`config.mk`:
```
export PLATFORM = sky130hd
export DESIGN_NAME = bpm_master
export DESIGN_NICKNAME = d
export VERILOG_FILES = /design/src/logic/bpm_pkg.sv /design/src/logic/bpm_sync.sv /design/src/logic/bpm_master.sv
export SDC_FILE = /design/constraint.sdc
export NUM_CORES = 1
export LEC_CHECK = 0
export CORE_MARGIN = 8
export CORE_UTILIZATION = 58
export DETAILED_ROUTE_END_ITERATION = 12
export DONT_BUFFER_PORTS = 1
export MAX_ROUTING_LAYER = met4
export PLACE_DENSITY = 0.84
export SYNTH_ARGS = -nofsm -noshare
export SYNTH_HDL_FRONTEND = slang
export SYNTH_HIERARCHICAL = 1
export SYNTH_SLANG_ARGS = --single-unit
```
`constraint.sdc`:
```
create_clock -name SYS_CLK_I -period 4.1 [get_ports SYS_CLK_I]
set_clock_uncertainty 0.05 [all_clocks]
set_input_delay 0.82 -clock SYS_CLK_I [delete_from_list [all_inputs] [get_ports SYS_CLK_I]]
set_output_delay 0.82 -clock SYS_CLK_I [all_outputs]
set_load 0.1 [all_outputs]
```
`src/logic/bpm_pkg.sv`:
```
// Package: constants and carrier types for the backplane master bus logic
package bpm_pkg;
	// Address field positions and interrupt line counts
	localparam int ADDR_W = 20;
	localparam int LOW_ADDR_W = 16;
	localparam int UPPER_LSB = 16;
	localparam int UPPER_W = 4;
	localparam int CASC_LSB = 8;
	localparam int CASC_W = 3;
	localparam int IOEXP_BIT = 8;
	localparam int IRQ_N = 8;
	localparam int FRONT_IRQ_N = 5;
	// On-board I/O window, port 80h..A7h
	localparam logic [15:0] ONB_IO_LO = 16'h0080;
	localparam logic [15:0] ONB_IO_HI = 16'h00A7;
	// Default socket decode (1 MB space): socket 0 top 64K, socket 1 from zero
	localparam logic [19:0] SOCK0_BASE_DEF = 20'hF0000;
	localparam logic [19:0] SOCK0_MASK_DEF = 20'hF0000;
	localparam logic [19:0] SOCK1_BASE_DEF = 20'h00000;
	localparam logic [19:0] SOCK1_MASK_DEF = 20'hF8000;
	// Bus cycle timing in system clocks
	localparam int MUX_NS = 100;
	localparam int CLK_PERIOD_NS = 5;
	localparam int MUX_CYC = (MUX_NS + CLK_PERIOD_NS - 1) / CLK_PERIOD_NS;
	localparam int MUX_CNT_W = 6;

	typedef enum logic [1:0] {CYC_MEM_RD, CYC_MEM_WR, CYC_IO_RD, CYC_IO_WR} cyc_kind_e;
	typedef enum logic [1:0] {CYC_NORMAL, CYC_INTA} cyc_type_e;

	// Processor-side cycle request
	typedef struct packed {
		logic [19:0] addr;
		cyc_kind_e kind;
		cyc_type_e typ;
		logic [7:0] wdata;
	} cpu_req_s;

	// Socket decode window
	typedef struct packed {
		logic [19:0] base;
		logic [19:0] mask;
	} dec_win_s;
endpackage : bpm_pkg

```
`src/logic/bpm_sync.sv`:
```
// Two-flop synchroniser for a vector of asynchronous pins
`timescale 1ns/1ps
`default_nettype none
module bpm_sync #(
	parameter int W = 1
) (
	input wire logic clk_i,
	input wire logic rst_i,
	input wire logic [W-1:0] d_i,
	output logic [W-1:0] q_o
);
	logic [W-1:0] meta_ff;
	logic [W-1:0] sync_ff;

	// First stage feeds only the second; reset to idle-high
	always_ff @(posedge clk_i) begin
		if (rst_i) begin
			meta_ff <= '1;
			sync_ff <= '1;
		end else begin
			meta_ff <= d_i;
			sync_ff <= meta_ff;
		end
	end

	assign q_o = sync_ff;
endmodule : bpm_sync
`default_nettype wire

```
`src/logic/bpm_master.sv`:
```
// Backplane master: address drive, upper-address mux, decode, reset and standby
// Notes on behaviour
// - Low sixteen address bits always driven
// - Upper address on D0-D3 at memory start
// - Memory cycles add an address phase; I/O cycles unchanged
// - I/O port addresses sixteen bits wide
// - IOEXP follows A8, low for ports 00-FF
// - Cascade address on A8-A10 during acknowledge
// - Claim ports 80h through A7h on-board
// - Sockets default restart top and zero
// - Memory-expansion select never driven
// - Standby ends on reset or interrupt
// - Supply fault asserts and holds reset
// - Supply fault blocks memory write strobe
// - Watchdog counter output can reset processor
// - Eight jumpered prioritized interrupt inputs
// - Five front-panel interrupt requests
`timescale 1ns/1ps
`default_nettype none
module bpm_master
	import bpm_pkg::*;
(
	input wire logic SYS_CLK_I,
	input wire logic RST_I,
	// Processor side
	input wire logic REQ_VALID_I,
	input wire cpu_req_s REQ_I,
	input wire logic [2:0] CASC_ADDR_I,
	input wire logic MEM_WR_N_I,
	output logic REQ_READY_O,
	output logic [7:0] RDATA_O,
	output logic DONE_O,
	// Backplane
	output logic [15:0] BP_ADDR_O,
	input wire logic [7:0] BP_DATA_I,
	output logic [7:0] BP_DATA_O,
	output logic BP_DATA_OE_O,
	output logic MCSYNC_N_O,
	output logic IOEXP_N_O,
	output logic MEMEX_OE_O,
	output logic MEM_WR_N_O,
	// Decode
	input wire dec_win_s SOCK0_WIN_I,
	input wire dec_win_s SOCK1_WIN_I,
	input wire logic REMAP_EN_I,
	output logic SOCK0_SEL_O,
	output logic SOCK1_SEL_O,
	output logic ONB_IO_SEL_O,
	// Reset, watchdog, standby
	input wire logic SUPPLY_OK_I,
	input wire logic WDOG_EN_I,
	input wire logic CNT2_OUT_I,
	input wire logic STANDBY_REQ_I,
	input wire logic SYSRESET_N_I,
	input wire logic INTRQ_N_I,
	input wire logic NMIRQ_N_I,
	output logic PBRESET_N_O,
	output logic STANDBY_O,
	// Interrupts
	input wire logic [FRONT_IRQ_N-1:0] FRONT_IRQ_I,
	input wire logic [IRQ_N-1:0][2:0] IRQ_ROUTE_I,
	input wire logic [IRQ_N-1:0] ONB_IRQ_I,
	output logic [IRQ_N-1:0] PIC_IRQ_O
);
	typedef enum {ST_IDLE, ST_MUX, ST_DATA} state_e;

	state_e state_ff, nxt_state;
	cpu_req_s req_ff;
	logic [MUX_CNT_W-1:0] cnt_ff;
	logic [2:0] casc_ff;
	logic [7:0] rdata_ff;
	logic done_ff;
	logic standby_ff;
	logic [4:0] async_s;
	logic supply_ok_s, cnt2_s, sysreset_n_s, intrq_n_s, nmirq_n_s;
	logic [FRONT_IRQ_N-1:0] front_s;
	logic [FRONT_IRQ_N-1:0] front_n_s;
	logic is_mem, is_io, is_inta;

	// Check whether an address falls in a base/mask window
	function automatic logic in_win(input logic [19:0] a, input dec_win_s w);
		in_win = ((a & w.mask) == (w.base & w.mask));
	endfunction : in_win

	////////////////////////////////////////////////////////////////////////////
	// Pin synchronisers: supply monitor, watchdog and wake pins are asynchronous
	bpm_sync #(.W(5)) u_sync_ctl (
		.clk_i(SYS_CLK_I),
		.rst_i(RST_I),
		.d_i({SUPPLY_OK_I, CNT2_OUT_I, SYSRESET_N_I, INTRQ_N_I, NMIRQ_N_I}),
		.q_o(async_s)
	);
	assign {supply_ok_s, cnt2_s, sysreset_n_s, intrq_n_s, nmirq_n_s} = async_s;

	// Fed inverted: the synchroniser resets to ones, which must read as no request
	bpm_sync #(.W(FRONT_IRQ_N)) u_sync_irq (
		.clk_i(SYS_CLK_I),
		.rst_i(RST_I),
		.d_i(~FRONT_IRQ_I),
		.q_o(front_n_s)
	);
	assign front_s = ~front_n_s;

	////////////////////////////////////////////////////////////////////////////
	// Bus cycle sequencing
	assign is_mem = (req_ff.kind == CYC_MEM_RD) || (req_ff.kind == CYC_MEM_WR);
	assign is_io = !is_mem;
	assign is_inta = (req_ff.typ == CYC_INTA);
	// Ready only when idle and not in standby or reset
	assign REQ_READY_O = (state_ff == ST_IDLE) && !standby_ff && PBRESET_N_O;

	// Memory cycles get an address phase; I/O goes straight to data
	always_comb begin
		nxt_state = state_ff;
		unique case (state_ff)
			ST_IDLE: begin
				if (REQ_VALID_I && REQ_READY_O) begin
					if ((REQ_I.kind == CYC_MEM_RD) || (REQ_I.kind == CYC_MEM_WR)) begin
						nxt_state = ST_MUX;
					end else begin
						nxt_state = ST_DATA;
					end
				end
			end
			ST_MUX: begin
				if (cnt_ff == MUX_CNT_W'(MUX_CYC - 1)) begin
					nxt_state = ST_DATA;
				end
			end
			ST_DATA: begin
				nxt_state = ST_IDLE;
			end
		endcase
	end

	always_ff @(posedge SYS_CLK_I) begin
		if (RST_I) begin
			state_ff <= ST_IDLE;
		end else begin
			state_ff <= nxt_state;
		end
	end

	// Request capture and address-phase counter
	always_ff @(posedge SYS_CLK_I) begin
		if (RST_I) begin
			req_ff <= '0;
			casc_ff <= '0;
			cnt_ff <= '0;
		end else begin
			if (state_ff == ST_IDLE && REQ_VALID_I && REQ_READY_O) begin
				req_ff <= REQ_I;
				casc_ff <= CASC_ADDR_I;
			end
			cnt_ff <= (state_ff == ST_MUX) ? cnt_ff + MUX_CNT_W'(1) : '0;
		end
	end

	// Read data sampled at end of data phase
	always_ff @(posedge SYS_CLK_I) begin
		if (RST_I) begin
			rdata_ff <= '0;
			done_ff <= 1'b0;
		end else begin
			done_ff <= (state_ff == ST_DATA);
			if (state_ff == ST_DATA) begin
				rdata_ff <= BP_DATA_I;
			end
		end
	end
	assign RDATA_O = rdata_ff;
	assign DONE_O = done_ff;

	////////////////////////////////////////////////////////////////////////////
	// Backplane address and data drive
	always_comb begin
		BP_ADDR_O = req_ff.addr[LOW_ADDR_W-1:0];
		if (is_inta) begin
			BP_ADDR_O[CASC_LSB +: CASC_W] = casc_ff;
		end
	end

	// Upper bits on D3..D0 during address phase, write data afterwards
	always_comb begin
		BP_DATA_O = '0;
		BP_DATA_OE_O = 1'b0;
		if (state_ff == ST_MUX) begin
			BP_DATA_O[UPPER_W-1:0] = req_ff.addr[UPPER_LSB +: UPPER_W];
			BP_DATA_OE_O = 1'b1;
		end else if (state_ff == ST_DATA && !is_inta &&
				(req_ff.kind == CYC_MEM_WR || req_ff.kind == CYC_IO_WR)) begin
			BP_DATA_O = req_ff.wdata;
			BP_DATA_OE_O = 1'b1;
		end
	end

	// Strobe rises one cycle before the address phase ends, so the upper bits
	// still stand on D3..D0 at the rise; avoids a hold race with the data switch
	assign MCSYNC_N_O = !((state_ff == ST_MUX) && is_mem &&
		(cnt_ff != MUX_CNT_W'(MUX_CYC - 1)));
	// Low when A8 clear on an I/O cycle other than interrupt acknowledge
	assign IOEXP_N_O = !((state_ff != ST_IDLE) && is_io && !is_inta &&
		!req_ff.addr[IOEXP_BIT]);
	assign MEMEX_OE_O = 1'b0;

	////////////////////////////////////////////////////////////////////////////
	// On-board decode: jumper windows only when remap is fitted
	always_comb begin
		SOCK0_SEL_O = 1'b0;
		SOCK1_SEL_O = 1'b0;
		ONB_IO_SEL_O = 1'b0;
		if (state_ff != ST_IDLE && is_mem) begin
			SOCK0_SEL_O = REMAP_EN_I ? in_win(req_ff.addr, SOCK0_WIN_I)
				: in_win(req_ff.addr, '{SOCK0_BASE_DEF, SOCK0_MASK_DEF});
			SOCK1_SEL_O = !SOCK0_SEL_O && (REMAP_EN_I ? in_win(req_ff.addr, SOCK1_WIN_I)
				: in_win(req_ff.addr, '{SOCK1_BASE_DEF, SOCK1_MASK_DEF}));
		end
		if (state_ff != ST_IDLE && is_io && !is_inta) begin
			ONB_IO_SEL_O = (req_ff.addr[15:0] >= ONB_IO_LO) &&
				(req_ff.addr[15:0] <= ONB_IO_HI);
		end
	end

	////////////////////////////////////////////////////////////////////////////
	// Reset on supply fault or watchdog timeout; write inhibit on supply fault only
	assign PBRESET_N_O = supply_ok_s && !(WDOG_EN_I && !cnt2_s);
	// Gating is on the unsynchronised path so a fault blocks at once
	assign MEM_WR_N_O = MEM_WR_N_I || !supply_ok_s || !SUPPLY_OK_I;

	// Standby entry from processor halt request; any wake pin low releases it
	always_ff @(posedge SYS_CLK_I) begin
		if (RST_I) begin
			standby_ff <= 1'b0;
		end else if (!sysreset_n_s || !intrq_n_s || !nmirq_n_s) begin
			standby_ff <= 1'b0;
		end else if (STANDBY_REQ_I && state_ff == ST_IDLE) begin
			standby_ff <= 1'b1;
		end
	end
	assign STANDBY_O = standby_ff;

	////////////////////////////////////////////////////////////////////////////
	// Interrupt routing: eight sources, each to its jumpered controller input
	always_comb begin
		logic [IRQ_N-1:0] src;
		src = ONB_IRQ_I;
		src[FRONT_IRQ_N-1:0] = src[FRONT_IRQ_N-1:0] | front_s;
		src[IRQ_N-1] = src[IRQ_N-1] | !intrq_n_s;
		PIC_IRQ_O = '0;
		for (int i = 0; i < IRQ_N; i++) begin
			PIC_IRQ_O[IRQ_ROUTE_I[i]] = PIC_IRQ_O[IRQ_ROUTE_I[i]] | src[i];
		end
	end
endmodule : bpm_master
`default_nettype wire

```
# Word level (Yosys, flattened, before mapping)
# Memories as Yosys holds them, arrays and structs flattened.
# Cells that the tools add are included.
# totals
reg_bits	103
romBits	8
input_bits	172
out_inout_bits	52
mem_count	1
# op_classes
addsub	1
magnitude_cmp	18
n_eq_ne	15
n_mux	53
bitwise	18
n_reduce_logical	56
# mem_list
name	depth	word_bits	read_ports	rd_clocked_by_memory_dff	write_ports	line	rtl
(no name shown)	8	1	1	0	0	bpm_master.sv:251	PIC_IRQ_O[IRQ_ROUTE_I[i]] = PIC_IRQ_O[IRQ_ROUTE_I[i]] | src[i];
# op_table
cell	n
32-bit case mux with 3 select lines	1
20-bit AND	4
32-bit by 2-bit equality test with 1-bit output, second input constant	2
32-bit zero test	2
32-bit two-way mux	2
8-bit bitwise mux	7
20-bit equality test	2
32-bit by 1-bit equality test with 1-bit output, second input constant	1
32-bit by 3-bit equality test with 1-bit output, second input constant	1
3-bit by 4-bit less-than comparator with 1-bit output, second input constant	8
32-bit nonzero test	1
1-bit logical AND	26
1-bit demux with 3-bit select	8
3-bit by 1-bit >= comparator with 1-bit output, second input constant	8
1-bit two-way mux	23
1-bit binary-select mux with 3-bit select	7
20-bit zero test	1
16-bit by 8-bit >= comparator with 1-bit output, second input constant	1
16-bit by 8-bit <= comparator with 1-bit output, second input constant	1
1-bit zero test	14
5-bit NOT	2
1-bit OR	9
8-bit AND	1
4-bit two-way mux	2
16 further kinds	27

# Logic depth before layout (Yosys ltp)
# Gate-level depths: netlist (run 1).
# logic_depth
depth_word	33
depth_mapped	13
depth_no_buf	11

# Modules after synthesis
# The synthesis (run 1) kept the hierarchy.
# modules_own_cells
module	instances	cells_per_inst	area_each_um2	seq_area_each_um2
bpm_master	1	615	4446.8	1061.0
bpm_sync	2	20	262.8	200.2

# Least setup slack after synthesis (run 1)
# Ideal clock, no wire load.
# synth_timing
path_kind	input port to output port
from	input port IRQ_ROUTE_I[5] (netlist name)
to	output port PIC_IRQ_O[2]
arrival_ps	5192
required_time_ps	3230
path_slack_ps	-1962
cell_stages	12
path_buffers	1
path_cell_list	buf_6 > xnor2_1 > a41oi_2 > a211oi_1 > a21oi_1 > o311ai_2 > nor4b_4 > nor3_1 > a311oi_4 > nor3_2 > o21ai_1 > o31ai_1
# synth_between
elab_chain_len	29
word_cells_on_any_way	33
# synth_rtl
element	line	rtl
start: declaration	bpm_master.sv:61	input wire logic [IRQ_N-1:0][2:0] IRQ_ROUTE_I,
3-bit by 4-bit less-than comparator with 1-bit output (implied by the code) / 3-bit by 1-bit >= comparator with 1-bit output (equally long branches)	bpm_master.sv:251	
1-bit logical AND (implied by the code)	bpm_master.sv:251	
1-bit two-way mux (implied by the code)	bpm_master.sv:251	
1-bit demux with 3-bit select	bpm_master.sv:251	
8-bit bitwise mux *	bpm_master.sv:251	
1-bit binary-select mux with 3-bit select	bpm_master.sv:251	
1-bit two-way mux (implied by the code)	bpm_master.sv:251	
1-bit OR	bpm_master.sv:251	
[13 not listed]	-	
1-bit binary-select mux with 3-bit select	bpm_master.sv:251	
1-bit two-way mux (implied by the code)	bpm_master.sv:251	
1-bit OR	bpm_master.sv:251	
8-bit bitwise mux *	bpm_master.sv:251	
1-bit binary-select mux with 3-bit select	bpm_master.sv:251	
1-bit two-way mux (implied by the code)	bpm_master.sv:251	
1-bit OR	bpm_master.sv:251	
8-bit bitwise mux *	bpm_master.sv:251	
end: declaration	bpm_master.sv:63	output logic [IRQ_N-1:0] PIC_IRQ_O
# Mark *: on every way between the ends. The rest lies on a longest branch, timed or not. The select of a mux whose other input is x is not followed.

# Worst setup path after layout (run 1)
# layout_timing
from	input port IRQ_ROUTE_I[3] (netlist name)
to	output port PIC_IRQ_O[1]
# Same word-level chain as after synthesis.

==> results.cfg, run 1 <==
[clock_tree]
cts_sinks = 73
root_buffer = clkbuf_8
ctsLongestPathBuffers = 2
h-tree-depth = 3
clk_latency_ns = 0.34
cts_tree = done
cts-buffers-inserted = 9
clkTransAtPathRegs_ns = 0.07

[layout]
multi_input_area_um2 = 3591
area_growth_pct = 24.06
nets = 878
drive_gt1_share_pct = 23.48
finalInstanceArea_um2 = 6168
layout.cells.non_filler = 812
mostFrequentLayoutCells = 110 x nand2_1, 73 x buf_4, 72 x dfxtp_1, 51 x nor2_1
layout_commonest_cell = nand2_1
nFillCells = 582
diodes = 0
seq_area_um2 = 1463

[run_status]
failed_checks = negative setup slack
status = finished with violations

[place]
place_hpwl_mm = 13.24
placed_area_um2 = 5640
io_buffer_count = 0
place_congestion = 0.9244
placed_cells = 785
pre_cts_ws_ns = -0.4082

[power_and_ir_drop]
power_leakage_nw = 2.514
power_frac_clock_pct = 18.2
power_density_nw_per_um2 = 465.5
p_total_mw = 2.872
pwr-share-comb_pct = 45.2
p_sw_share_pct = 50.00
p_seq_share_pct = 36.7
irDropWorstVdd_v = 0.0005019
internal-power_mw = 1.436
power_switching_mw = 1.436

[detailed_routing]
first_pass_iters = 6
drt_iter0_drc = 314
ant_nets = 0
drc = 0
routedWlPerCell_um = 20.68
via_per_inst = 6.273
routed_wl_mm = 16.79
route.vias.total = 5094

[synthesis]
async_flop_share_pct = 0
synth_area_leaders = dfxtp_1 29%, nand2_1 8.4%, xor2_1 7.9%
ys_ff_latch = 73
synth.net_count = 831
synth_edf_count = 0
synth_top_area_cell = dfxtp_1
syn-cell-area_um2 = 4972
yosysWarnings = 6
synth_cells = 655
ys.flop_type = dfxtp_1
synth_top_area_share_pct = 29.39
syn_avg_cell_area_um2 = 7.591
ys_seq_area_share_pct = 29.39
yosysUniqueCellTypes = 72

[sta]
period_needed_ns = 4.422
setup_tns_ns = -1.997
max_slew_margin_pct = 28.82
fmax_ghz = 0.2261
finalHoldViolations = 0
rsz0062_at_grt = true
finalSetupViolations = 8
finalMaxSlewViolations = 0
setup_slack_ns = -0.3219
max_slew.worst_pin.slew_ns = 1.065
finalCritPeriodShare_pct = 107.9

[die]
die-height_um = 108.6
core.rowCount = 33
ios = 224
initial_core_util_pct = 60.21
die_width_um = 108.6
core_area_um2 = 8258
die_area_um2 = 11790

[global_routing]
grt.total_usage_pct = 27.20
grt_pass1_wl_mm = 25.18
grt.overflow.total = 0
antenna_found_initial = 0
grt_max_degree = 69
grt_pass1_vias = 5051

[run]
maxCapViolCount = 0

[setup_path]
crit_fanout = 9
r2r_cells = 8
crit_path_start_kind = primary input
arrival_ns = 3.55
cp.required_ns = 3.23
worstSetupPathType = in -> out
end_kind = output port

[min_path]
hp-class = reg -> reg
hold_depth = 1
==> power groups by stage <==
stage               registers [mW]  logic [mW]  clock network, mW
floorplan                     1.05        1.02                  0
global placement              1.06        1.21                  0
detailed placement            1.07        1.24                  0
CTS                           1.05        1.29              0.532
global route                  1.06        1.37              0.561
finish                        1.05        1.30              0.521
==> final cells by class <==
| class | instances | share of cell area, % |
|---|---|---|
| multi-input cells | 518 | 58.21 |
| clock inverters | 7 | 0.9736 |
| repair buffers | 83 | 11.93 |
| inverters | 17 | 1.034 |
| flip-flops and latches | 73 | 23.71 |
| clock buffers | 9 | 2.008 |
| well taps | 105 | 2.130 |
==> worst max-delay path, cell delays in order <==
cell	delay (ns)
or3_4	0.39
o41ai_2	0.06
a22oi_1	0.13
o211ai_1	0.34
buf_4	0.18
or2_4	0.15
a21oi_2	0.08
o22ai_1	0.34
o21ai_1	0.19
o21ai_4	0.20
buf_4	0.14
nor4_4	0.04
o31ai_4	0.27
buf_12	0.21
==> per-stage QoR <==
stage | utilization [%] | hold slack [ns]
after floorplan | - | 0.3332
after global placement | 68.30 | 0.3363
after detailed placement | 68.30 | 0.3371
after CTS | 74.29 | 0.3567
after global routing | 74.70 | 0.3706
final | 74.70 | 0.3538
==> cells by family (layout without fill, tap and decap cells) <==
kind of cell	Yosys count	after routing	share of synthesized area (%)
flops	73	73	29.39
compound gates	150	150	21.31
other cells	1	1	0.07542
xor+xnor	51	51	8.983
fa+ha+maj	4	4	1.007
simple gates	300	300	30.25
buf+inv	64	116	6.568
mux	12	12	2.416
==> registers in the layout, summed over array words and instances, names as in the netlist <==
name / count
BP_ADDR_O: 13
casc_ff: 3
STANDBY_O: 1
DONE_O: 1
state_ff: 2
u_sync_ctl/q_o: 5
RDATA_O: 8
u_sync_irq/q_o: 5
u_sync_irq/meta_ff: 5
u_sync_ctl/meta_ff: 5
req_ff: 19
cnt_ff: 6
==> synthesized netlist by cell type (all sizes together) (3+ instances only) <==
cell,count
nor3b,3
clkbuf,25
nand3b,3
or3,3
nor3,17
o31ai,5
a221oi,3
mux2i,12
and2,9
o22ai,4
a41oi,3
and3b,3
nor4,6
a31oi,7
a22o,4
dfxtp,73
nand3,22
buf,22
xor2,45
a22oi,18
o21ai,16
nor2,52
nor2b,13
and3,4
a311oi,3
o211ai,6
ha,4
a21oi,50
or2,24
nand2b,18
nand2,111
a211oi,5
nand4,6
xnor2,6
inv,17
==> routing by layer <==
| metal | vias to the layer above | wire length [µm] | track usage [%] |
|---|---|---|---|
| met3 | 41 | 1725 | 6.841 |
| met1 | 2367 | 6476 | 31.34 |
| met5 | - | 0 | - |
| met4 | 0 | 414 | 8.993 |
| met2 | 296 | 8174 | 45.16 |
| li1 | 2390 | - | - |
==> worst paths after layout <==
kind,from,end,slack (ns)
worst max-delay path,IRQ_ROUTE_I[3],PIC_IRQ_O[1],-0.32
worst min register to register,u_sync_ctl/meta_ff[2],u_sync_ctl/q_o[2],0.35
worst max register to register,state_ff[0],BP_ADDR_O[11],1.52
worst min-delay path,u_sync_ctl/meta_ff[2],u_sync_ctl/q_o[2],0.35
==> timing repair <==
action | in CTS | in global routing
hold endpoints to repair | 0 | 0
buffers inserted | 10 | 2
endpoints found under the setup margin | 8 | 8
gates resized for setup | 44 | 6
pin swaps | 25 | 9
hold buffers | 0 | 0
No activity file was read; power rests on OpenSTA's default activity.
==> run 2: changes to the inputs <==
--- a/config.mk
+++ b/config.mk
@@ -11,6 +11,8 @@
 export DONT_BUFFER_PORTS = 1
 export MAX_ROUTING_LAYER = met4
 export PLACE_DENSITY = 0.84
+export SETUP_SLACK_MARGIN = 0.3
+export SKIP_LAST_GASP = 1
 export SYNTH_ARGS = -nofsm -noshare
 export SYNTH_HDL_FRONTEND = slang
 export SYNTH_HIERARCHICAL = 1
==> results.cfg, run 2 (synthesized netlist as in run 1, its figures left out) <==
[clock_tree]
clk_latency_ns = 0.36
cts_tree = done
h-tree-depth = 3
root_buffer = clkbuf_8
hold_buffers = 0
clkTransAtPathRegs_ns = 0.10
ctsLongestPathBuffers = 2
cts-buffers-inserted = 9
cts_sinks = 73

[run_status]
status = finished with violations
failed_checks = negative setup slack

[power_and_ir_drop]
irDropWorstVdd_v = 0.0005150
power_leakage_nw = 2.550
power_density_nw_per_um2 = 485.6

[layout]
nets = 883
drive_gt1_share_pct = 23.03
layout.cells.non_filler = 817
layout_commonest_cell = nand2_1
largest_reg_flops = 19
area_growth_pct = 24.94
mostFrequentLayoutCells = 110 x nand2_1, 78 x buf_4, 73 x dfxtp_1, 51 x nor2_1, 47 x a21oi_1
diodes = 0
seq_area_um2 = 1461
finalInstanceArea_um2 = 6212
nFillCells = 634
top_register = req_ff
multi_input_area_um2 = 3580

[setup_path]
rr_startpoint = state_ff[0]
end_kind = output port
worstSetupPathType = in -> out
crit_path_start_kind = primary input
crit_fanout = 9
crit_path_start = IRQ_ROUTE_I[0]
cp.required_ns = 3.23
arrival_ns = 3.64

[detailed_routing]
routed_wl_mm = 18.35
drt_iter0_drc = 411
route.vias.total = 5190
first_pass_iters = 4
routedWlPerCell_um = 22.46
ant_nets = 0
via_per_inst = 6.353
drc = 0

[global_routing]
grt_max_degree = 69
grt.overflow.total = 0
grt.total_usage_pct = 31.02
antenna_found_initial = 0
grt_pass1_wl_mm = 27.95
grt_pass1_vias = 5239

[die]
core.rowCount = 33
ios = 224
die-height_um = 108.6
die_width_um = 108.6
initial_core_util_pct = 60.21
die_area_um2 = 11790
core_area_um2 = 8258

[run]
maxCapViolCount = 0

[sta]
fmax_ghz = 0.2218
period_needed_ns = 4.509
finalSetupViolations = 8
rsz0062_at_grt = true
max_slew.worst_pin.slew_ns = 1.055
finalHoldViolations = 0
setup_slack_ns = -0.4092
finalMaxSlewViolations = 0
max_slew_margin_pct = 29.43
finalCritPeriodShare_pct = 110.0

[place]
place_congestion = 0.9664
io_buffer_count = 0
placed_area_um2 = 5658
place_hpwl_mm = 14.31
placed_cells = 789

[min_path]
min_from = u_sync_irq/meta_ff[1]
hp-class = reg -> reg
-- run 2: cell types whose count changed in the layout (fill, tap and decap cells not counted), moves of 2 or more --
cell and delta:
a21oi_2 -3, buf_4 +5, clkbuf_1 +3, a21oi_1 +2, bufinv_16 +2, clkinvlp_4 -2, a211oi_2 -2
-- run 2: cell type report --
class                      count  share of cell area (%)
sequential                    73                   23.52
clock inverter                 4                   1.229
timing repair buffer          88                   12.31
inverter                      17                   1.027
clock buffer                  12                   2.175
tap                          105                   2.115
multi-input combinational    518                   57.62
-- run 2: critical path, cell delays in order --
cell	delay (ns)
nand2b_1	0.14
nor3_1	0.37
a311oi_2	0.19
o211ai_1	0.19
buf_4	0.18
o211ai_1	0.08
nor4b_4	0.16
buf_4	0.16
nor3_4	0.16
a311oi_4	0.14
buf_6	0.17
nor3_4	0.21
o21ai_4	0.09
buf_6	0.14
o31ai_4	0.21
buf_12	0.21
-- run 2: layer usage --
layer / up-vias / global-route usage [%] / share of wire (%) / wire length, µm
met1: 2438 / 37.41 / 39 / 7106
li1: 2389 / - / - / -
met5: - / - / 0 / 0
met2: 317 / 48.13 / 47 / 8651
met3: 46 / 9.816 / 12 / 2160
met4: 0 / 9.873 / 2.4 / 432
-- run 2: per-stage QoR --
stage | worst slack [ns] | setup TNS (ns) | power [mW] | utilization [%] | hold WS, ns
floorplan | -1.098 | -3.756 | 2.068 | - | 0.3332
global placement | -0.4292 | -2.759 | 2.294 | 68.52 | 0.3382
detailed placement | -0.4474 | -2.973 | 2.331 | 68.52 | 0.3379
CTS | -0.4018 | -2.575 | 2.980 | 73.47 | 0.3495
global route | -0.5403 | -3.788 | 3.126 | 75.23 | 0.3532
finish | -0.4092 | -2.794 | 3.017 | 75.23 | 0.3410
-- run 2: worst paths after layout --
path / to / slack (ns) / depth (start not counted)
hold / removal: u_sync_irq/q_o[1] / 0.34 / 1
setup reg to reg: state_ff[0] / 1.34 / 9
hold reg to reg: u_sync_irq/q_o[1] / 0.34 / 1
setup / recovery: PIC_IRQ_O[2] / -0.41 / 16
-- run 2: what timing repair did --
action,in CTS,in global routing
resized for setup,25,23
pin swaps,13,10
endpoints found under the hold margin,0,0
setup buffers,6,6
setup endpoints to repair,8,8
-- run 2: power breakdown --
part	internal [mW]	switching, mW	leakage [nW]
combinational	0.401	0.934	1.85
sequential	0.807	0.243	0.599
clock	0.346	0.285	0.101
total	1.56	1.46	2.55
